==> config.mk <==
export PLATFORM = sky130hd
export DESIGN_NAME = power_mode_and_reset_control
export DESIGN_NICKNAME = d
export VERILOG_FILES = /design/src/core/pm_ctrl_pkg.sv /design/src/core/hold_timer.sv /design/src/core/strap_sampler.sv /design/src/core/power_mode_and_reset_control.sv
export VERILOG_INCLUDE_DIRS = /design/src /design/src/core
export SDC_FILE = /design/constraint.sdc
export NUM_CORES = 1
export LEC_CHECK = 0
export ABC_AREA = 1
export BUFFER_PORTS_ARGS = -buffer_cell sky130_fd_sc_hd__clkbuf_2
export CAP_MARGIN = 20
export CORE_MARGIN = 2
export CORE_UTILIZATION = 58
export DETAILED_ROUTE_END_ITERATION = 7
export PLACE_DENSITY_LB_ADDON = 0.25
export SYNTH_ARGS = -nofsm -noshare
export SYNTH_HDL_FRONTEND = slang
export SYNTH_HIERARCHICAL = 1
export SYNTH_SLANG_ARGS = --single-unit
==> constraint.sdc <==
create_clock -name clk_i -period 3.5 [get_ports clk_i]
set_clock_uncertainty 0.1 [all_clocks]
set_input_delay 0.525 -clock clk_i [delete_from_list [all_inputs] [get_ports clk_i]]
set_output_delay 0.525 -clock clk_i [all_outputs]
set_load 0.02 [all_outputs]
==> src/core/pm_ctrl_cfg.svh <==
// Constants of the power mode and reset controller: offsets, fields,
// reset values and timing counts. Assumes a 50 MHz system clock.
`ifndef PM_CTRL_CFG_SVH
`define PM_CTRL_CFG_SVH

// Register byte offsets on the Wishbone slave
`define PMR_ADR_POWER_CONTROL_REGISTER 4'h0
`define PMR_ADR_CFG 4'h4
`define PMR_ADR_STAT 4'h8

// power_control_register fields
`define PMR_PC_IDLE 0
`define PMR_PC_DOWN 1
`define PMR_PC_SERW 2
`define PMR_PC_INT0W 3

// clock_synth_config_register fields
`define PMR_CFG_OSCPD 0
`define PMR_CFG_TICKEEP 1

// Status register fields
`define PMR_ST_STATE_LSB 0
`define PMR_ST_CAUSE_LSB 4
`define PMR_ST_DL 7

// Reset values
`define PMR_POWER_CONTROL_REGISTER_RST 2'h0
`define PMR_CFG_RST 2'h0

// Timing: clock rate, power-on hold, PLL relock wait, wake guard
`define PMR_CLK_MHZ 50
`define PMR_POR_MS 128
`define PMR_POR_CYC (`PMR_POR_MS * 1000 * `PMR_CLK_MHZ)
`define PMR_RELOCK_US 2
`define PMR_RELOCK_CYC (`PMR_RELOCK_US * `PMR_CLK_MHZ)
`define PMR_EXTERNAL_INTERRUPT_ZERO_GUARD 2'h2

`endif

==> src/core/pm_ctrl_pkg.sv <==
// Types shared by the power mode and reset controller files.
// Assumes nothing of its surroundings.
package pm_ctrl_pkg;

  // Power state, one-hot
  typedef enum logic [3:0] {
    S_RUN = 4'b0001,
    S_IDLE = 4'b0010,
    S_DOWN = 4'b0100,
    S_RELOCK = 4'b1000
  } pm_state_t;

endpackage : pm_ctrl_pkg

==> src/core/hold_timer.sv <==
// Cycle counter that raises done after CYCLES cycles of run.
// Assumes clear is synchronous and CYCLES fits in 23 bits.
module hold_timer #(
  parameter int unsigned CYCLES = 1
) (
  input wire logic clk_i,
  input wire logic clear_i,
  input wire logic run_i,
  output logic done_o
);

  // Last count value before done
  localparam logic [22:0] LAST = 23'(CYCLES - 1);

  logic [22:0] count_q; // Elapsed cycles

  // Count while running, stop once done
  always_ff @(posedge clk_i) begin
    if (clear_i) begin
      count_q <= 23'h0;
      done_o <= 1'b0;
    end else if (run_i && !done_o) begin
      count_q <= count_q + 23'h1;
      done_o <= (count_q == LAST);
    end
  end

endmodule : hold_timer

==> src/core/strap_sampler.sv <==
// Boot strap pin: drives high as an output, samples at reset release.
// Assumes hold_i is the device reset, synchronous to clk_i.
module strap_sampler (
  input wire logic clk_i,
  input wire logic hold_i,
  input wire logic strap_in_i,
  output logic strap_out_o,
  output logic strap_oe_o,
  output logic download_o
);

  logic held_q; // Reset seen last cycle

  // Pin is an input only while reset holds
  always_ff @(posedge clk_i) begin
    held_q <= hold_i;
    strap_out_o <= 1'b1;
    strap_oe_o <= !hold_i;
  end

  // Low at the release edge selects download mode
  always_ff @(posedge clk_i) begin
    if (held_q && !hold_i) begin
      download_o <= !strap_in_i;
    end
  end

endmodule : strap_sampler

==> src/core/power_mode_and_reset_control.sv <==
// Power mode and reset controller: idle, power-down, wake-up, power-on
// reset and boot strap. Assumes one 50 MHz clock, a classic Wishbone
// master, and wake and supply inputs synchronous to the clock.
//
// Decided for this implementation: the placing of the registers and the Wishbone interface to the registers.
`include "pm_ctrl_cfg.svh"

module power_mode_and_reset_control
  import pm_ctrl_pkg::*;
#(
  parameter int unsigned POR_CYCLES = `PMR_POR_CYC,
  parameter bit FIVE_VOLT = 1'b0
) (
  input wire logic clk_i,
  input wire logic rst_i,
  input wire logic wb_cyc_i,
  input wire logic wb_stb_i,
  input wire logic wb_we_i,
  input wire logic [3:0] wb_adr_i,
  input wire logic [3:0] wb_sel_i,
  input wire logic [31:0] wb_dat_i,
  output logic [31:0] wb_dat_o,
  output logic wb_ack_o,
  input wire logic ext_reset_i,
  input wire logic supply_above_low_i,
  input wire logic supply_above_high_i,
  input wire logic supply_above_1v_i,
  input wire logic irq_enabled_i,
  input wire logic tic_irq_i,
  input wire logic serial_irq_i,
  input wire logic ext_irq0_n_i,
  input wire logic strap_in_i,
  output logic strap_out_o,
  output logic strap_oe_o,
  output logic download_mode_o,
  output logic core_reset_o,
  output logic core_clk_en_o,
  output logic periph_clk_en_o,
  output logic pll_en_o,
  output logic osc_en_o,
  output logic interval_counter_en_o,
  output logic port_hold_o,
  output logic dac_hold_o,
  output logic dac_hiz_o,
  output logic wake_irq_o
);

  // Address match, used by every register decode
  function automatic logic hit(input logic [3:0] adr, input logic [3:0] off);
    hit = (adr == off);
  endfunction : hit

  pm_state_t state_q; // Current power state
  pm_state_t state_d; // Next power state
  logic serial_wake_en_q; // Serial interrupt may end power-down
  logic external_interrupt_zero_wake_en_q; // Interrupt zero may end power-down
  logic osc_pd_q; // Oscillator halts in power-down
  logic tic_keep_q; // Interval counter runs in power-down unless the oscillator halts
  logic [2:0] cause_q; // Wake cause: external_interrupt_zero, serial, interval
  logic [1:0] guard_q; // Interrupt zero ignore window
  logic drop_q; // Supply fell, awaiting full discharge
  logic ack_q; // Bus acknowledge
  logic [31:0] rdat_q; // Read data

  // Power-on reset
  wire supply_ok_w = FIVE_VOLT ? supply_above_high_i : supply_above_low_i;
  wire por_run_w = supply_ok_w && !drop_q;
  wire por_done_w;
  // Low supply holds reset at once, without waiting for the timer to clear
  wire por_hold_w = !por_done_w || !supply_ok_w;
  wire dev_rst_w = rst_i || ext_reset_i || por_hold_w;

  // Bus decode
  wire req_w = wb_cyc_i && wb_stb_i;
  wire wr_w = req_w && wb_we_i && ack_q && wb_sel_i[0];
  wire wr_power_control_register_w = wr_w && hit(wb_adr_i, `PMR_ADR_POWER_CONTROL_REGISTER);
  wire wr_cfg_w = wr_w && hit(wb_adr_i, `PMR_ADR_CFG);
  wire idle_req_w = wr_power_control_register_w && wb_dat_i[`PMR_PC_IDLE];
  wire down_req_w = wr_power_control_register_w && wb_dat_i[`PMR_PC_DOWN];

  // Wake sources
  wire tic_wake_w = tic_irq_i;
  wire ser_wake_w = serial_irq_i && serial_wake_en_q;
  wire external_interrupt_zero_wake_w = !ext_irq0_n_i && external_interrupt_zero_wake_en_q && (guard_q == 2'h0);
  wire wake_any_w = tic_wake_w || ser_wake_w || external_interrupt_zero_wake_w;
  wire relock_done_w;
  wire enter_down_w = (state_d == S_DOWN) && (state_q != S_DOWN);

  // Read mux
  wire [31:0] power_control_register_rd_w = {28'h0, external_interrupt_zero_wake_en_q, serial_wake_en_q,
                           state_q == S_DOWN, state_q == S_IDLE};
  wire [31:0] cfg_rd_w = {30'h0, tic_keep_q, osc_pd_q};
  wire [31:0] stat_rd_w = {24'h0, download_mode_o, cause_q, state_q};
  wire [31:0] rd_w = hit(wb_adr_i, `PMR_ADR_POWER_CONTROL_REGISTER) ? power_control_register_rd_w :
                     hit(wb_adr_i, `PMR_ADR_CFG) ? cfg_rd_w :
                     hit(wb_adr_i, `PMR_ADR_STAT) ? stat_rd_w : 32'h0;

  // Power-on hold timer, restarted by every power cycle
  hold_timer #(
    .CYCLES(POR_CYCLES)
  ) u_por (
    .clk_i(clk_i),
    .clear_i(rst_i || !por_run_w),
    .run_i(por_run_w),
    .done_o(por_done_w)
  );

  // PLL relock wait after power-down
  hold_timer #(
    .CYCLES(`PMR_RELOCK_CYC)
  ) u_relock (
    .clk_i(clk_i),
    .clear_i(state_q != S_RELOCK),
    .run_i(1'b1),
    .done_o(relock_done_w)
  );

  // Strap pin capture at reset release
  strap_sampler u_strap (
    .clk_i(clk_i),
    .hold_i(dev_rst_w),
    .strap_in_i(strap_in_i),
    .strap_out_o(strap_out_o),
    .strap_oe_o(strap_oe_o),
    .download_o(download_mode_o)
  );

  // Falling supply keeps reset until it drops below 1 V
  always_ff @(posedge clk_i) begin
    if (rst_i || !supply_above_1v_i) begin
      drop_q <= 1'b0;
    end else if (!supply_ok_w && por_done_w) begin
      drop_q <= 1'b1;
    end
  end

  // Next power state
  always_comb begin
    state_d = state_q;
    case (state_q)
      S_RUN: begin
        if (down_req_w) begin
          state_d = S_DOWN;
        end else if (idle_req_w) begin
          state_d = S_IDLE;
        end
      end
      S_IDLE: begin
        if (irq_enabled_i) begin
          state_d = S_RUN;
        end
      end
      S_DOWN: begin
        if (wake_any_w) begin
          state_d = S_RELOCK;
        end
      end
      S_RELOCK: begin
        if (relock_done_w) begin
          state_d = S_RUN;
        end
      end
      default: begin
        state_d = S_RUN;
      end
    endcase
    if (dev_rst_w) begin
      state_d = S_RUN;
    end
  end

  // State register
  always_ff @(posedge clk_i) begin
    state_q <= state_d;
  end

  // Software controls, defaults under any device reset
  always_ff @(posedge clk_i) begin
    if (dev_rst_w) begin
      {external_interrupt_zero_wake_en_q, serial_wake_en_q} <= `PMR_POWER_CONTROL_REGISTER_RST;
      {tic_keep_q, osc_pd_q} <= `PMR_CFG_RST;
    end else begin
      if (wr_power_control_register_w) begin
        serial_wake_en_q <= wb_dat_i[`PMR_PC_SERW];
        external_interrupt_zero_wake_en_q <= wb_dat_i[`PMR_PC_INT0W];
      end
      if (wr_cfg_w) begin
        osc_pd_q <= wb_dat_i[`PMR_CFG_OSCPD];
        tic_keep_q <= wb_dat_i[`PMR_CFG_TICKEEP];
      end
    end
  end

  // Wake cause, cleared on each entry into power-down
  always_ff @(posedge clk_i) begin
    if (dev_rst_w || enter_down_w) begin
      cause_q <= 3'h0;
    end else if (state_q == S_DOWN) begin
      cause_q <= cause_q | {external_interrupt_zero_wake_w, ser_wake_w, tic_wake_w};
    end
  end

  // Interrupt zero ignored just after entry
  always_ff @(posedge clk_i) begin
    if (dev_rst_w) begin
      guard_q <= 2'h0;
    end else if (enter_down_w) begin
      guard_q <= `PMR_EXTERNAL_INTERRUPT_ZERO_GUARD;
    end else if (guard_q != 2'h0) begin
      guard_q <= guard_q - 2'h1;
    end
  end

  // Clock and pin controls follow the next state; reset follows the device reset
  always_ff @(posedge clk_i) begin
    core_reset_o <= dev_rst_w;
    core_clk_en_o <= (state_d == S_RUN);
    periph_clk_en_o <= (state_d != S_DOWN);
    pll_en_o <= (state_d != S_DOWN);
    osc_en_o <= !((state_d == S_DOWN) && osc_pd_q);
    interval_counter_en_o <= (state_d != S_DOWN) || (tic_keep_q && !osc_pd_q);
    port_hold_o <= (state_d != S_RUN);
    dac_hold_o <= (state_d == S_IDLE);
    dac_hiz_o <= (state_d == S_DOWN) || (state_d == S_RELOCK);
    wake_irq_o <= (state_q == S_RELOCK) && (state_d == S_RUN);
  end

  // Wishbone slave: ack one cycle after the request, for one cycle
  always_ff @(posedge clk_i) begin
    if (rst_i) begin
      ack_q <= 1'b0;
      rdat_q <= 32'h0;
    end else begin
      ack_q <= req_w && !ack_q;
      rdat_q <= rd_w;
    end
  end

  assign wb_ack_o = ack_q;
  assign wb_dat_o = rdat_q;
endmodule : power_mode_and_reset_control

==> run metrics <==
GR peak layer=met2; number of vias per cell=5.00; warnings from Yosys=6; Final period util=0.528; reg2reg end=u_por/count_q[12]$_SDFFE_PP0P_; Clock Tree Root=clkbuf_8; nets=682; power density over the cells=roughly 370 mW/mm^2; final setup vio count=0; Hold Path Sink=drop_q$_SDFFE_PP0P_; Layout Utilization=0.657; CP max-delay cell=inv_1; IO buf count=42; layout cells sized above 1=0.175; cells after synthesis=576; Cell Area, Placed=around 0.0043 sq mm; Largest delay share family, worst path=simple AND/OR/NAND/NOR gates; CTS Sinks=slightly above 80; WS Path Type=reg2reg; Primary FF master, synth=dfxtp_1; gr ovfl total=0; fraction of registers with async set/reset=0; DRT antenna net count=0; reg2reg setup slack=1650 ps; max_cap viols=0; worst hold start=supply_above_1v_i; Filler cells=roughly 600; #FFs+latches synth=83; Core Area=0.00683 sq mm; synthesized area=approximately 0.004 sq mm; area grow syn2layout=9.40%; clock buffer depth=2; CP Buf/Inv Count=1; Die Wd=approximately 88 um; cell taking the most area after synthesis=dfxtp_1; worst skew pair latency=about 350 ps; setup tns final=0 ps; Routed WL=approximately 8200 um; first-pass GRT wire length=14,100 um; WP data arrival=just over 2000 ps; initial antenna violation count=0; final instance area=between 0.004 and 0.005 sq mm; measured slew at the worst slew-check pin=between 400 and 500 ps; Worst R2R Start=drop_q$_SDFFE_PP0P_; GRT met3 Usage=0.0377; Max IR drop VDD=around 220 uV; slew margin rel.=0.666; Hold Path Depth=3; Setup Fix Bufs, Post-CTS=0; DRC viols=0; unrepaired setup endpoints after global routing=no; via count=3,627; Avg WL per Cell=around 11 um; Post-CTS Hold Fix Bufs=0; pin count of the biggest net entering global routing=18; worst hold margin=279 ps; slowest stage delay, CP=470 ps; Fin. Hold Viols=0; post-synth top area share=0.400; CP Launch Type=flop; crit end category=flop; Clock Pin Slew Worst Setup and Hold Paths=around 90 ps; H-tree levels=3; status=finished clean; Pleak=~1.8 nW; DP HPWL=6270 um; Max Slew Vio Count=0; sequential fraction of the synthesis area=0.408; worst path required time=approximately 3700 ps; # IOs=100; Non-Filler Instances=between 700 and 800; number of synthesized flops with an enable pin=1; Tmin final=1850 ps; vias in the first global route=between 3,000 and 4,000; Starting DRT DRC Count=approximately 190; GRT Total Usage=0.228; CTS tree=yes; die area=slightly below 0.008 sq mm; worst hold-check path type=in2reg; Initial DRT Pass Iterations=4; cell depth of the worst flop-to-flop path=5; Num CTS Buffers=9; Initial Util=0.600; grt met1 use=0.294; worst-path fanout max=17; crit path cell chain=nor2_1 -> nand2_1 -> inv_1 -> o21ai_0 -> a21oi_1; Max Fclk=541 MHz; Die Y=a little under 90 um; Ant. Diodes=0; std cell rows=30; grt met2 use=0.389; library cells used by synthesis=39; dpl cells=slightly above 700; syn avg cell area=roughly 7.1 sq um; top cells by area, synth=dfxtp_1 (40%), nor2_1 (9.5%), nand2_1 (8.6%), inv_1 (6.0%), nand3_1 (5.1%); GP Congestion=approximately 0.90; post-CTS sizing=0
flip-flops by register name (all words and copies together), names as in the netlist, 2 cells and up:
signal and count:
u_por/count_q 23, u_relock/count_q 23, wb_dat_o 8, state_q 4
cause_q 3, guard_q 2
routing by layer:
| layer | vias to the layer above | share of wire |
|---|---|---|
| met5 | - | 0 |
| met4 | 0 | 0.014 |
| met3 | 12 | 0.050 |
| met2 | 96 | 0.48 |
| met1 | 1637 | 0.46 |
| li1 | 1882 | - |
worst max-delay path by stage:
stage,start,endpoint,cells past startpoint
final,drop_q$_SDFFE_PP0P_,u_por/count_q[12]$_SDFFE_PP0P_,5
after global placement,supply_above_low_i,u_por/count_q[3]$_SDFFE_PP0P_,7
after global routing,drop_q$_SDFFE_PP0P_,u_por/count_q[5]$_SDFFE_PP0P_,5
after detailed placement,supply_above_low_i,u_por/count_q[6]$_SDFFE_PP0P_,7
after floorplan,supply_above_low_i,u_por/count_q[17]$_SDFFE_PP0P_,9
after CTS,drop_q$_SDFFE_PP0P_,u_por/count_q[6]$_SDFFE_PP0P_,5
area by class of cell:
cell class / count / area, sq um / area share
clock buffers: 9 / 124 / 0.0276
repair buffers: 42 / 210 / 0.0468
multi-input cells: 417 / 2030 / 0.453
inverters: 72 / 270 / 0.0602
flip-flops and latches: 83 / 1670 / 0.373
clock inverters: 7 / 57.6 / 0.0128
well taps: 96 / 120 / 0.0268
Yosys cell counts (3+ instances only):
| cell | n |
|---|---|
| nand4_1 | 5 |
| nor2_1 | 104 |
| nand3_2 | 5 |
| dfxtp_1 | 82 |
| nand2_1 | 94 |
| inv_2 | 5 |
| nand2_2 | 10 |
| buf_2 | 3 |
| inv_1 | 66 |
| conb_1 | 3 |
| nor3_1 | 12 |
| o21ai_0 | 27 |
| ha_1 | 3 |
| a21oi_1 | 39 |
| nor2_2 | 15 |
| nand3_1 | 42 |
| buf_4 | 26 |
| o21ai_1 | 5 |
| nor2_4 | 5 |
logic make-up (layout without fill, tap and decap cells):
family	count (synthesis)	in the layout	synth area share
flops	83	83	0.408
compound gates	80	80	0.104
other cells	3	29	0.00275
buf+inv	102	130	0.120
xor+xnor	1	1	0.00214
fa+ha+maj	3	3	0.00915
simple gates	304	304	0.354
power breakdown:
group	total (W)	switching (W)	internal (W)
clock	0.000650	0.000382	0.000268
combinational	0.0000709	0.0000535	0.0000173
sequential	0.000949	0.00000152	0.000947
total	0.00167	0.000437	0.00123
worst register-to-register path, cell delays in order, from the launching register on:
cell,delay (ps)
dfxtp_1,320
nor2_1,250
nand2_1,300
inv_1,470
o21ai_0,200
a21oi_1,140
cells in the final DEF (no fill, tap or decap), drive strengths merged, types with 3 or more instances in the layout:
cell / count
a21oi: 40
clkbuf: 51
clkinv: 3
conb: 29
dfxtp: 82
ha: 3
inv: 74
nand2: 106
nand3: 48
nand4: 5
nor2: 126
nor3: 14
o21ai: 33
per-stage QoR:
step,total power [W],worst slack (ps)
CTS,0.00168,1650
global placement,0.00104,1370
global route,0.00173,1450
finish,0.00167,1650
floorplan,0.00104,1870
detailed placement,0.00104,1330
(Power assumes the default switching activity.)
